$ cat config.mk
export PLATFORM = sky130hd
export DESIGN_NAME = eag_top
export DESIGN_NICKNAME = d
export VERILOG_FILES = /design/src/include/eag_pkg.sv /design/src/eag_size_sel.sv /design/src/eag_addr_calc.sv /design/src/eag_top.sv
export VERILOG_INCLUDE_DIRS = /design/src /design/src/include
export SDC_FILE = /design/constraint.sdc
export NUM_CORES = 2
export LEC_CHECK = 0
export BUFFER_PORTS_ARGS = -buffer_cell sky130_fd_sc_hd__buf_2
export CAP_MARGIN = 15
export CORE_UTILIZATION = 56
export DETAILED_ROUTE_END_ITERATION = 10
export GPL_TIMING_DRIVEN = 1
export PLACE_DENSITY = 0.92
export SYNTH_ARGS = -nofsm -noshare
export SYNTH_HDL_FRONTEND = slang
export SYNTH_SLANG_ARGS = --single-unit
$ cat constraint.sdc
create_clock -name CLOCK -period 11.56 [get_ports CLOCK]
set_clock_uncertainty 0.2 [all_clocks]
set_input_delay 1.734 -clock CLOCK [delete_from_list [all_inputs] [get_ports CLOCK]]
set_output_delay 1.734 -clock CLOCK [all_outputs]
set_load 0.03 [all_outputs]
$ cat src/include/eag_defines.svh
// constants of the effective address generator
// Function
// - eleven forms: register, immediate, nine memory
// - register or immediate operand source
// - address is base plus scaled index plus displacement
// - linear is segment base plus address
// - scale factor only 1, 2, 4, 8
// - 32-bit: any base, index never stack pointer
// - 32-bit: 8 or 32-bit displacement, extended
// - 16-bit: 8/16 displacement, legacy base/index registers
// - base plus index costs one extra clock
// - code descriptor size bit picks default size
// - real mode defaults to 16 bits
// - size prefixes invert default for one instruction
// - real mode address above ffff faults
// - real mode base is selector shifted four
`ifndef EAG_DEFINES_SVH
`define EAG_DEFINES_SVH
`define EAG_OFS_CTRL 8'h00
`define EAG_OFS_STATUS 8'h04
`define EAG_OFS_MASK 8'h08
`define EAG_OFS_LAST_EA 8'h0c
`define EAG_OFS_LAST_LIN 8'h10
`define EAG_CTRL_REAL 0
`define EAG_CTRL_DBIT 1
`define EAG_ST_DONE 0
`define EAG_ST_FAULT 1
`define EAG_ST_BAD 2
`define EAG_CTRL_RESET 2'h1
`define EAG_MASK_RESET 3'h0
`define EAG_REG_BX 3'h3
`define EAG_REG_SP 3'h4
`define EAG_REG_BP 3'h5
`define EAG_REG_SI 3'h6
`define EAG_REG_DI 3'h7
`define EAG_REAL_SHIFT 4
`define EAG_REAL_LIMIT 32'h0000ffff
`define EAG_BI_EXTRA_CYC 1
`endif

$ cat src/include/eag_pkg.sv
// types of the effective address generator
package eag_pkg;
    typedef enum logic [3:0] {
        EAG_F_REG = 4'h0,
        EAG_F_IMM = 4'h1,
        EAG_F_DIRECT = 4'h2,
        EAG_F_REG_IND = 4'h3,
        EAG_F_BASED = 4'h4,
        EAG_F_INDEX = 4'h5,
        EAG_F_SC_INDEX = 4'h6,
        EAG_F_B_INDEX = 4'h7,
        EAG_F_B_SC_INDEX = 4'h8,
        EAG_F_B_INDEX_D = 4'h9,
        EAG_F_B_SC_INDEX_D = 4'ha
    } eag_form_t;
    typedef enum logic [1:0] {EAG_D_NONE = 2'h0, EAG_D_BYTE = 2'h1, EAG_D_WIDE = 2'h2} eag_disp_t;
    typedef enum logic [1:0] {EAG_W_8 = 2'h0, EAG_W_16 = 2'h1, EAG_W_32 = 2'h2} eag_width_t;
    typedef struct packed {
        eag_form_t form;
        logic [2:0] base_sel;
        logic [2:0] index_sel;
        logic [1:0] scale_log2;
        eag_disp_t disp_kind;
        logic [31:0] disp;
        logic [2:0] opnd_sel;
        eag_width_t opnd_width;
        logic [31:0] imm;
        logic [15:0] seg_sel;
        logic [31:0] seg_base;
        logic op_prefix;
        logic addr_prefix;
    } eag_req_t;
    function automatic logic uses_base(eag_form_t f);
        return f inside {EAG_F_REG_IND, EAG_F_BASED, EAG_F_B_INDEX, EAG_F_B_SC_INDEX,
            EAG_F_B_INDEX_D, EAG_F_B_SC_INDEX_D};
    endfunction
    function automatic logic uses_index(eag_form_t f);
        return f inside {EAG_F_INDEX, EAG_F_SC_INDEX, EAG_F_B_INDEX, EAG_F_B_SC_INDEX,
            EAG_F_B_INDEX_D, EAG_F_B_SC_INDEX_D};
    endfunction
    function automatic logic is_scaled(eag_form_t f);
        return f inside {EAG_F_SC_INDEX, EAG_F_B_SC_INDEX, EAG_F_B_SC_INDEX_D};
    endfunction
    function automatic logic is_mem(eag_form_t f);
        return !(f inside {EAG_F_REG, EAG_F_IMM});
    endfunction
endpackage

$ cat src/eag_size_sel.sv
// default and overridden operand and address size
`timescale 1ns/10ps
module eag_size_sel (
    input wire logic real_mode, // real mode active
    input wire logic d_bit, // code descriptor size bit
    input wire logic op_prefix, // operand-size prefix present
    input wire logic addr_prefix, // address-length prefix present
    output logic op32, // operands are 32 bits
    output logic addr32 // addresses are 32 bits
);
    logic def32;
    assign def32 = d_bit & ~real_mode;
    assign op32 = def32 ^ op_prefix;
    assign addr32 = def32 ^ addr_prefix;
endmodule

$ cat src/eag_addr_calc.sv
// effective address adder with register legality checks
`timescale 1ns/10ps
`include "eag_defines.svh"
module eag_addr_calc (
    input eag_pkg::eag_req_t req, // decoded request
    input wire logic [7:0][31:0] regs, // general registers
    input wire logic addr32, // active address size is 32
    output logic [31:0] ea, // truncated effective address
    output logic bad // illegal register or scale use
);
    logic base_ok, index_ok, sc_bad;
    logic [31:0] base_v, index_v, disp_v, sum;
    logic [1:0] sh;
    always_comb begin
        base_ok = addr32 || req.base_sel == `EAG_REG_BX
            || req.base_sel == `EAG_REG_BP;
        index_ok = addr32 ? (req.index_sel != `EAG_REG_SP)
            : (req.index_sel == `EAG_REG_SI || req.index_sel == `EAG_REG_DI);
        // legacy model has no scaling
        sc_bad = !addr32 && eag_pkg::is_scaled(req.form) && req.scale_log2 != 2'h0;
        base_v = (eag_pkg::uses_base(req.form) && base_ok) ? regs[req.base_sel] : 32'h0;
        index_v = (eag_pkg::uses_index(req.form) && index_ok) ? regs[req.index_sel] : 32'h0;
        sh = (eag_pkg::is_scaled(req.form) && addr32) ? req.scale_log2 : 2'h0;
        case (req.disp_kind)
            eag_pkg::EAG_D_BYTE: disp_v = {{24{req.disp[7]}}, req.disp[7:0]};
            eag_pkg::EAG_D_WIDE: disp_v = addr32 ? req.disp
                : {{16{req.disp[15]}}, req.disp[15:0]};
            default: disp_v = 32'h0;
        endcase
        sum = base_v + (index_v << sh) + disp_v;
        ea = addr32 ? sum : {16'h0, sum[15:0]};
        bad = eag_pkg::is_mem(req.form) && ((eag_pkg::uses_base(req.form) && !base_ok)
            || (eag_pkg::uses_index(req.form) && !index_ok) || sc_bad);
    end
endmodule

$ cat src/eag_top.sv
// effective address generator: operand select, address add, size control
//
// Design decisions made here: the register offsets and the plain strobed port.
`timescale 1ns/10ps
`include "eag_defines.svh"
module eag_top (
    input wire logic CLOCK, // core clock
    input wire logic RESET, // synchronous, active high
    input wire logic REQ_VALID, // decoder offers a request
    output logic REQ_READY, // generator takes the request
    input eag_pkg::eag_req_t REQ, // decoded operand request
    input wire logic [7:0][31:0] REGS, // general register file view
    output logic RES_VALID, // one-cycle result pulse
    output logic [31:0] RES_OPERAND, // register or immediate operand
    output logic [31:0] RES_EA, // effective address
    output logic [31:0] RES_LINEAR, // linear address
    output logic RES_OP32, // operand size of the instruction
    output logic RES_ADDR32, // address size of the instruction
    output logic RES_GP_FAULT, // real mode limit fault
    output logic RES_BAD, // illegal register or scale
    input wire logic [7:0] BUS_ADDR, // register address
    input wire logic [31:0] BUS_WDATA, // write data
    input wire logic BUS_WR, // write strobe
    input wire logic BUS_RD, // read strobe
    output logic [31:0] BUS_RDATA, // read data, cycle after strobe
    output logic IRQ // level interrupt
);
    typedef enum logic [1:0] {S_IDLE = 2'b01, S_EXTRA = 2'b10} eag_state_t;

    ////////////////////////////////////////////////////////////////////////////
    // control register and size selection
    logic [1:0] ctrl;
    logic [2:0] status, mask;
    logic real_mode, d_bit;
    assign real_mode = ctrl[`EAG_CTRL_REAL];
    assign d_bit = ctrl[`EAG_CTRL_DBIT];

    eag_state_t state;
    eag_pkg::eag_req_t hold, cur;
    logic accept, both_used;
    logic op32, addr32;
    logic [31:0] ea;
    logic bad;

    // the hold copy drives the adder during the extra clock
    assign cur = (state == S_EXTRA) ? hold : REQ;

    eag_size_sel u_size (
        .real_mode(real_mode),
        .d_bit(d_bit),
        .op_prefix(cur.op_prefix),
        .addr_prefix(cur.addr_prefix),
        .op32(op32),
        .addr32(addr32)
    );

    eag_addr_calc u_calc (
        .req(cur),
        .regs(REGS),
        .addr32(addr32),
        .ea(ea),
        .bad(bad)
    );

    ////////////////////////////////////////////////////////////////////////////
    // sequencing
    assign REQ_READY = (state == S_IDLE);
    assign accept = REQ_VALID && REQ_READY;
    assign both_used = eag_pkg::uses_base(REQ.form) && eag_pkg::uses_index(REQ.form);

    always_ff @(posedge CLOCK) begin
        if (RESET) begin
            state <= S_IDLE;
        end else begin
            case (state)
                S_IDLE: begin
                    if (accept && both_used) begin
                        state <= S_EXTRA;
                    end
                end
                S_EXTRA: begin
                    state <= S_IDLE;
                end
                default: begin
                    state <= S_IDLE;
                end
            endcase
        end
    end

    always_ff @(posedge CLOCK) begin
        if (RESET) begin
            hold <= '0;
        end else if (accept) begin
            hold <= REQ;
        end
    end

    ////////////////////////////////////////////////////////////////////////////
    // result formation
    logic finish;
    logic [31:0] next_linear, next_operand, raw_opnd;
    logic [3:0] hi_nib;
    logic next_fault;
    assign finish = (accept && !both_used) || state == S_EXTRA;

    always_comb begin
        hi_nib = 4'h0;
        if (real_mode) begin
            next_linear = {12'h0, cur.seg_sel, hi_nib} + ea;
        end else begin
            next_linear = cur.seg_base + ea;
        end
        // prefix widens the forms only, never the real mode range
        next_fault = real_mode && eag_pkg::is_mem(cur.form) && ea > `EAG_REAL_LIMIT;
        raw_opnd = (cur.form == eag_pkg::EAG_F_IMM) ? cur.imm : REGS[cur.opnd_sel];
        case (cur.opnd_width)
            // byte registers 4..7 are the high bytes of 0..3
            eag_pkg::EAG_W_8: begin
                if (cur.form == eag_pkg::EAG_F_REG && cur.opnd_sel[2]) begin
                    next_operand = {24'h0, REGS[{1'b0, cur.opnd_sel[1:0]}][15:8]};
                end else begin
                    next_operand = {24'h0, raw_opnd[7:0]};
                end
            end
            eag_pkg::EAG_W_16: next_operand = {16'h0, raw_opnd[15:0]};
            default: next_operand = op32 ? raw_opnd : {16'h0, raw_opnd[15:0]};
        endcase
        if (eag_pkg::is_mem(cur.form)) begin
            next_operand = 32'h0;
        end
    end

    always_ff @(posedge CLOCK) begin
        if (RESET) begin
            RES_VALID <= 1'b0;
        end else begin
            RES_VALID <= finish;
        end
    end

    always_ff @(posedge CLOCK) begin
        if (RESET) begin
            RES_OPERAND <= 32'h0;
            RES_EA <= 32'h0;
            RES_LINEAR <= 32'h0;
            RES_OP32 <= 1'b0;
            RES_ADDR32 <= 1'b0;
            RES_GP_FAULT <= 1'b0;
            RES_BAD <= 1'b0;
        end else if (finish) begin
            RES_OPERAND <= next_operand;
            RES_EA <= eag_pkg::is_mem(cur.form) ? ea : 32'h0;
            RES_LINEAR <= eag_pkg::is_mem(cur.form) ? next_linear : 32'h0;
            RES_OP32 <= op32;
            RES_ADDR32 <= addr32;
            RES_GP_FAULT <= next_fault;
            RES_BAD <= bad;
        end
    end

    ////////////////////////////////////////////////////////////////////////////
    // status, mask and interrupt
    logic [2:0] events, w1c;
    assign events = {finish && bad, finish && next_fault, finish};
    assign w1c = (BUS_WR && BUS_ADDR == `EAG_OFS_STATUS) ? BUS_WDATA[2:0] : 3'h0;

    always_ff @(posedge CLOCK) begin
        if (RESET) begin
            status <= 3'h0;
        end else begin
            // a new event wins over a clear in the same cycle
            status <= (status & ~w1c) | events;
        end
    end

    assign IRQ = |(status & mask);

    ////////////////////////////////////////////////////////////////////////////
    // register port
    logic [31:0] last_ea, last_lin;
    always_ff @(posedge CLOCK) begin
        if (RESET) begin
            last_ea <= 32'h0;
            last_lin <= 32'h0;
        end else if (finish && eag_pkg::is_mem(cur.form)) begin
            last_ea <= ea;
            last_lin <= next_linear;
        end
    end

    always_ff @(posedge CLOCK) begin
        if (RESET) begin
            ctrl <= `EAG_CTRL_RESET;
            mask <= `EAG_MASK_RESET;
        end else if (BUS_WR) begin
            if (BUS_ADDR == `EAG_OFS_CTRL) begin
                ctrl <= BUS_WDATA[1:0];
            end else if (BUS_ADDR == `EAG_OFS_MASK) begin
                mask <= BUS_WDATA[2:0];
            end
        end
    end

    always_ff @(posedge CLOCK) begin
        if (RESET) begin
            BUS_RDATA <= 32'h0;
        end else if (BUS_RD) begin
            if (BUS_ADDR == `EAG_OFS_CTRL) begin
                BUS_RDATA <= {30'h0, ctrl};
            end else if (BUS_ADDR == `EAG_OFS_STATUS) begin
                BUS_RDATA <= {29'h0, status};
            end else if (BUS_ADDR == `EAG_OFS_MASK) begin
                BUS_RDATA <= {29'h0, mask};
            end else if (BUS_ADDR == `EAG_OFS_LAST_EA) begin
                BUS_RDATA <= last_ea;
            end else if (BUS_ADDR == `EAG_OFS_LAST_LIN) begin
                BUS_RDATA <= last_lin;
            end else begin
                BUS_RDATA <= 32'h0;
            end
        end else begin
            BUS_RDATA <= 32'h0;
        end
    end

    logic h_mem, h_addr32;
    assign h_mem = eag_pkg::is_mem(hold.form);
    assign h_addr32 = (d_bit & ~real_mode) ^ hold.addr_prefix;
endmodule

* After elaboration in Yosys (flattened, before gate mapping)
Index checks and enable logic that the tools add are counted.
** Word-level totals
- Word-level logic and storage cells :: 159
- Output and inout port bits :: 135
- Register bits after elaboration :: 340
** Cells by class
- Reductions and logical operators :: 47
- Shifts and indexed selects :: 1
- Mux-type cells :: 30
- Magnitude comparators :: 5
- Bitwise operators :: 11
- Eq/ne operators :: 31
- Add/sub/neg operators :: 4
** Operator list (count)
- $mux W32 :: 15
- $bmux W32 S3 :: 3
- $mux W133 :: 1
- $pmux W32 S2 :: 2
- $add A32 B32 Y32 :: 3
- $bmux W32 S2 :: 1
- $add A20 B32 Y32 :: 1
- $eq A4 B3 Y1 const B :: 8
- $gt A32 B16 Y1 const B :: 1
- $shl A32 B2 Y32 :: 1
- $eq A4 B4 Y1 const B :: 6
- $reduce_bool A6 Y1 :: 4
- $logic_and A1 B1 Y1 :: 19
- $eq A8 B4 Y1 const B :: 2
- $mux W16 :: 1
- $lt A3 B4 Y1 const B :: 3
- $eq A3 B3 Y1 const B :: 3
- $mux W3 :: 3
- $eq A4 B2 Y1 const B :: 2
- $eq A8 B3 Y1 const B :: 1
- $eq A8 B5 Y1 const B :: 1
- $logic_not A8 Y1 :: 1
- $mux W8 :: 1
- $and A3 B3 Y3 :: 2
- other kinds (24) :: 44

* Longest topological paths before layout
- Word-level depth :: 15
- Gate-level depth with buffers :: 39
- Gate-level depth less buffers :: 33

* Hierarchy
A second synthesis with hierarchy kept.
** Second synthesis, totals
- Cells, all modules :: 3443
- Area, all modules :: 26725.6 sq um
** Modules (own cells, without submodules)
- eag_top :: instances 1, seq. area each 6806.5 sq um, area each 18961.9 sq um, cells an instance 2617
- eag_addr_calc :: instances 1, seq. area each 0.0 sq um, area each 7732.4 sq um, cells an instance 823
- eag_size_sel :: instances 1, seq. area each 0.0 sq um, area each 31.3 sq um, cells an instance 3

* Worst setup path before layout
Ideal clock, no wire load.
- Kind :: input port to flip-flop
- Start :: input port REQ[0] in the netlist's numbering
- End :: register RES_LINEAR[31]
- Path buffers :: 2
- Arrival time :: 8.416 ns
- Stages on the path :: 29
- Slack :: 2.827 ns
- Path through :: mux2i_1 xnor2_1 buf_2 nor3_1 clkbuf_1 mux2i_1 mux2i_1 fa_1 inv_1 ha_1 a21o_1 or3_4 o21a_4 a211oi_1 o21bai_1 a21oi_1 xnor2_1 ha_1 a21o_1 nand2_1 or4b_2 o21ai_0 and2_1 o211ai_1 nand4_1 nor4_4 a32oi_1 o41a_1 nand2_1
** Between the ends
- Cells in the longest elaborated chain, start to end :: 12
** Ends and longest elaborated chain
- from (decl) :: line eag_top.sv:11 : input eag_pkg::eag_req_t REQ,
- $mux W133 (*) :: line eag_top.sv:46 : assign cur = (state == S_EXTRA) ? hold : REQ;
- $xor A1 B1 Y1 (*) :: line eag_size_sel.sv:14 : assign addr32 = def32 ^ addr_prefix;
- $mux W1 / $logic_or A1 B1 Y1 (equally long branches)
- $logic_and A1 B1 Y1 / $logic_or A1 B1 Y1 (equally long branches)
- $mux W32 / $logic_and A1 B1 Y1 (equally long branches) :: line eag_addr_calc.sv:22, eag_addr_calc.sv:21
- $shl A32 B2 Y32 / $mux W32 (equally long branches) :: line eag_addr_calc.sv:30, eag_addr_calc.sv:21
- $add A32 B32 Y32 (*) (2 in series) :: line eag_addr_calc.sv:30 : sum = base_v + (index_v << sh) + disp_v;
- $mux W32 (*) :: line eag_addr_calc.sv:31 : ea = addr32 ? sum : {16'h0, sum[15:0]};
- named net ea[15] :: line eag_top.sv:42 : logic [31:0] ea;
- $add A32 B32 Y32 / $add A20 B32 Y32 (equally long branches) :: line eag_top.sv:112, eag_top.sv:110
- $mux W32 (*) :: line eag_top.sv:109 : if (real_mode) begin
- $mux W32 (*) :: line eag_top.sv:154 : RES_LINEAR <= eag_pkg::is_mem(cur.form) ? next_linear : 32'h0;
- to (signal assigned) :: line eag_top.sv:154
- to (decl) :: line eag_top.sv:16 : output logic [31:0] RES_LINEAR,
Mark *: on every way through the listed nets, which the timed path passes. The rest lies on a longest branch.
A chain may end at the register's enable or synchronous reset.

* Worst setup path in the final report
- Start :: input port REQ[129] in the netlist's numbering
- End :: register last_lin[31]
** Between the ends
- Cells in the longest elaborated chain, start to end :: 11
** Ends and longest elaborated chain
- $mux W133 (*) :: line eag_top.sv:46
- $eq A4 B3 Y1 (tied with other cells) :: line eag_pkg.sv:38 : return f inside {EAG_F_INDEX, EAG_F_SC_INDEX, EAG_F_B_INDEX, EAG_F_B_SC_INDEX,
- $reduce_bool A6 Y1 / $reduce_bool A3 Y1 (equally long branches) :: line eag_pkg.sv:38, eag_pkg.sv:42
- $logic_and A1 B1 Y1 (on tied branches) :: line eag_addr_calc.sv:22, eag_addr_calc.sv:23
- $mux W32 / $mux W2 (equally long branches) :: line eag_addr_calc.sv:22, eag_addr_calc.sv:23
- $shl A32 B2 Y32 :: line eag_addr_calc.sv:30
- $add A32 B32 Y32 (*) (2 in series) :: line eag_addr_calc.sv:30
- $mux W32 (*) :: line eag_addr_calc.sv:31
- named net ea[15] :: line eag_top.sv:42
- $add A32 B32 Y32 / $add A20 B32 Y32 (equally long branches) :: line eag_top.sv:112, eag_top.sv:110
- $mux W32 (*) :: line eag_top.sv:109
- to (signal assigned) :: line eag_top.sv:188 : last_lin <= next_linear;
- to (decl) :: line eag_top.sv:181 : logic [31:0] last_ea, last_lin;
Marked as above.

==> run metrics <==
Setup crit end kind flop; WL/cell 22.59 um; Max Clk Rate 101.7 MHz; Synth area leader dfxtp_1; Hold Crit Class reg -> reg; Crit Reg-Reg Startpoint state[0]$_SDFFE_PP1P_; GR Util All Layers 41.83%; DR iter-0 viols 4291; vias in the first global route 27000; flop-to-flop setup slack 1.80 ns; crit path kind in -> reg; flops & latches, synth 340; Pleak 0.01322 uW; outcome finished clean; reg2reg path depth 31; first-pass GRT wire length 155500 um; GRT overflow 0; Avg Vias per Cell 6.474; startpoint types input pin; Final nets 4457; hold_buf cts 0; Place WS 1.509 ns; largest net degree at the start of global routing 121; Unique masters post-synth 91; CTS root buf clkbuf_16; non-filler instance count after layout 4593; placed cells 4475; min-delay src RES_LINEAR[29]$_SDFFE_PP0P_; Slew @ Worst Pin 1.157 ns; final setup fails 0; hpwl dp 74700 um; area growth from synthesis to layout 16.44%; Worst-path clk slew 0.06 ns; RR Endpoint last_lin[31]$_SDFFE_PP0P_; CTS tree built; final critical-path required period 9.829 ns; Max-slew headroom 20.69%; Clock Latency Late Sink 0.54 ns; Initial Util 57.27%; H-tree depth 2; Gate Count Post-Synth 3577; Hold Vio Cnt, Final 0; Setup TNS 0 ns; CTS Buf Count 37; port bufs 539; VDD IR-drop max 0.1477 mV; fraction of layout cells with a size suffix above 1 19.61%; final setup margin 1.731 ns; synthesized cell area 26270 um2; Net Count, Synth 4120; Synth area leaders dfxtp_1, nand2_1, a21oi_1; drt first pass iters 7; unrepaired setup endpoints after global routing no; CTS resizes 0; core area 45870 um2; Tcrit/Tclk final 85.03%; Sink Count 340; CP max-delay cell mux2i_1; Final Util 66.69%; DRT Wirelength 103800 um; die width 218.6 um; highest net fanout along the worst path 12; Pins Over Slew Limit 0; chip height 218.6 um; crit-path max cell delay 0.90 ns; asr flop ratio synth 0%; gp weighted congestion 1.032; Max Buffers Root-to-Sink 3; Most used DFF post-synth dfxtp_1; Die Area 47780 um2; antenna-violating nets left 0; vias 29740; number of post-CTS setup repair buffers 0; initial antenna violation count 65; DRC viols 0; WHS Endpoint RES_LINEAR[29]$_SDFFE_PP0P_; Post-synth EDFFs 0; WP data required 11.79 ns; MaxCap Viol Count 0; Syn Area/Cell 7.344 um2; YS warnings 0; PD cells 121.8 nW/um2; Worst Hold Depth 2; Arr. time, crit path 10.06 ns; register area share after synthesis 25.91%; row count 78; Ports 569; top cell type's share of synthesized area 25.91%
==> state kept, by name (all words and copies together), names as in the netlist <==
| signal | cells |
|---|---|
| RES_LINEAR | 32 |
| BUS_RDATA | 32 |
| RES_BAD | 1 |
| status | 3 |
| RES_EA | 32 |
| state | 2 |
| RES_VALID | 1 |
| RES_ADDR32 | 1 |
| RES_OPERAND | 32 |
| ctrl | 2 |
| RES_GP_FAULT | 1 |
| hold | 133 |
| last_ea | 32 |
| mask | 3 |
| RES_OP32 | 1 |
| last_lin | 32 |
==> cells in the mapped netlist, types with 34 or more instances <==
master / instances
and2_1: 130
a22oi_1: 38
ha_1: 75
a311oi_1: 119
inv_1: 87
mux2i_1: 120
dfxtp_1: 340
nand2_1: 1023
o21ai_0: 108
mux4_2: 64
a21oi_1: 354
a211oi_1: 132
a31oi_1: 55
xnor2_1: 43
clkbuf_1: 232
fa_1: 34
nor2_1: 159
a21o_1: 36
==> metal layers <==
metal	track usage (%)	routed length [um]	vias up	share of wire, %
met3	9.408	12640	474	12
met1	50.74	36830	13620	35
met2	65.45	45950	2239	44
li1	-	-	13380	-
met4	29.49	8201	26	7.9
met5	0	166	-	0.16
==> metrics by stage <==
stage          hold slack [ns]  power [uW]  instance area [um2]
6_report                0.2425        3726                30590
5_1_grt                 0.2665        3877                30570
4_1_cts                 0.2435        3691                30460
3_5_place_dp            0.2332        2424                29150
3_3_place_gp            0.2219        2399                29150
2_1_floorplan           0.2222        2071                26270
==> final cells by class <==
class / count / area (um2)
fillers: 3940 / 15280
well taps: 600 / 750.7
clock buffers: 50 / 1075
flip-flops and latches: 340 / 6807
multi-input cells: 2864 / 18210
inverters: 88 / 330.3
diodes: 52 / 130.1
repair buffers: 583 / 3050
clock inverters: 16 / 235.2
==> placed cells by master (no fill, tap or decap), types with 16 or more instances in the layout <==
cell / Yosys / layout
o211ai_1: 16 / 16
ha_1: 75 / 75
nand2_1: 1023 / 1022
mux4_2: 64 / 64
buf_4: 6 / 43
nor2_1: 159 / 158
o21a_1: 20 / 20
mux2i_1: 120 / 112
a31oi_1: 55 / 55
nand3b_1: 26 / 26
nor3_1: 25 / 22
xnor2_1: 43 / 42
a311oi_1: 119 / 119
fa_1: 34 / 34
clkbuf_16: 0 / 37
a22oi_1: 38 / 38
a21o_1: 36 / 36
o311ai_0: 23 / 23
a211oi_1: 132 / 132
and2_1: 130 / 129
o21ai_0: 108 / 108
xor2_1: 28 / 27
buf_2: 15 / 538
inv_1: 87 / 87
nor2b_1: 17 / 16
o21bai_1: 29 / 29
diode_2: 0 / 52
and3_1: 18 / 18
dfxtp_1: 340 / 340
nand3_1: 16 / 16
a21oi_1: 354 / 353
==> worst max path at each step <==
stage | from | slack (ns) | to
floorplan | REQ[0] | 2.83 | RES_LINEAR[31]$_SDFFE_PP0P_
global placement | REQ[129] | 1.71 | last_lin[31]$_SDFFE_PP0P_
detailed placement | REQ[129] | 1.51 | RES_LINEAR[27]$_SDFFE_PP0P_
CTS | state[0]$_SDFFE_PP1P_ | 1.94 | last_lin[31]$_SDFFE_PP0P_
global route | state[0]$_SDFFE_PP1P_ | 1.27 | last_lin[31]$_SDFFE_PP0P_
finish | REQ[129] | 1.73 | last_lin[31]$_SDFFE_PP0P_
==> cell families (layout without fill, tap and decap cells) <==
logic type      count (synthesis)  in the layout  share of synthesized area (%)
mux                           193            193                          10.45
buf+inv                       373            737                          5.516
fa+ha+maj                     112            112                          6.287
simple gates                 1482           1482                          24.28
compound gates               1005           1005                          25.10
flops                         340            340                          25.91
other cells                     0             52                              0
xor+xnor                       72             72                          2.453
==> power by group <==
part,internal (uW),switching [uW]
Clock,769,514
Combinational,431,730
Sequential,1240,40.9
==> worst max-delay path: cells and delay by family <==
| kind | cells | cell delay [ns] |
|---|---|---|
| AO/OA/AOI/OAI | 13 | 3.19 |
| AND/OR/NAND/NOR | 9 | 1.76 |
| adder cells (fa/ha/maj) | 4 | 1.44 |
| multiplexers | 2 | 1.20 |
| XOR/XNOR | 1 | 0.42 |
| buffers and inverters | 3 | 0.28 |
Note: power is estimated with default switching activity, not from simulation.
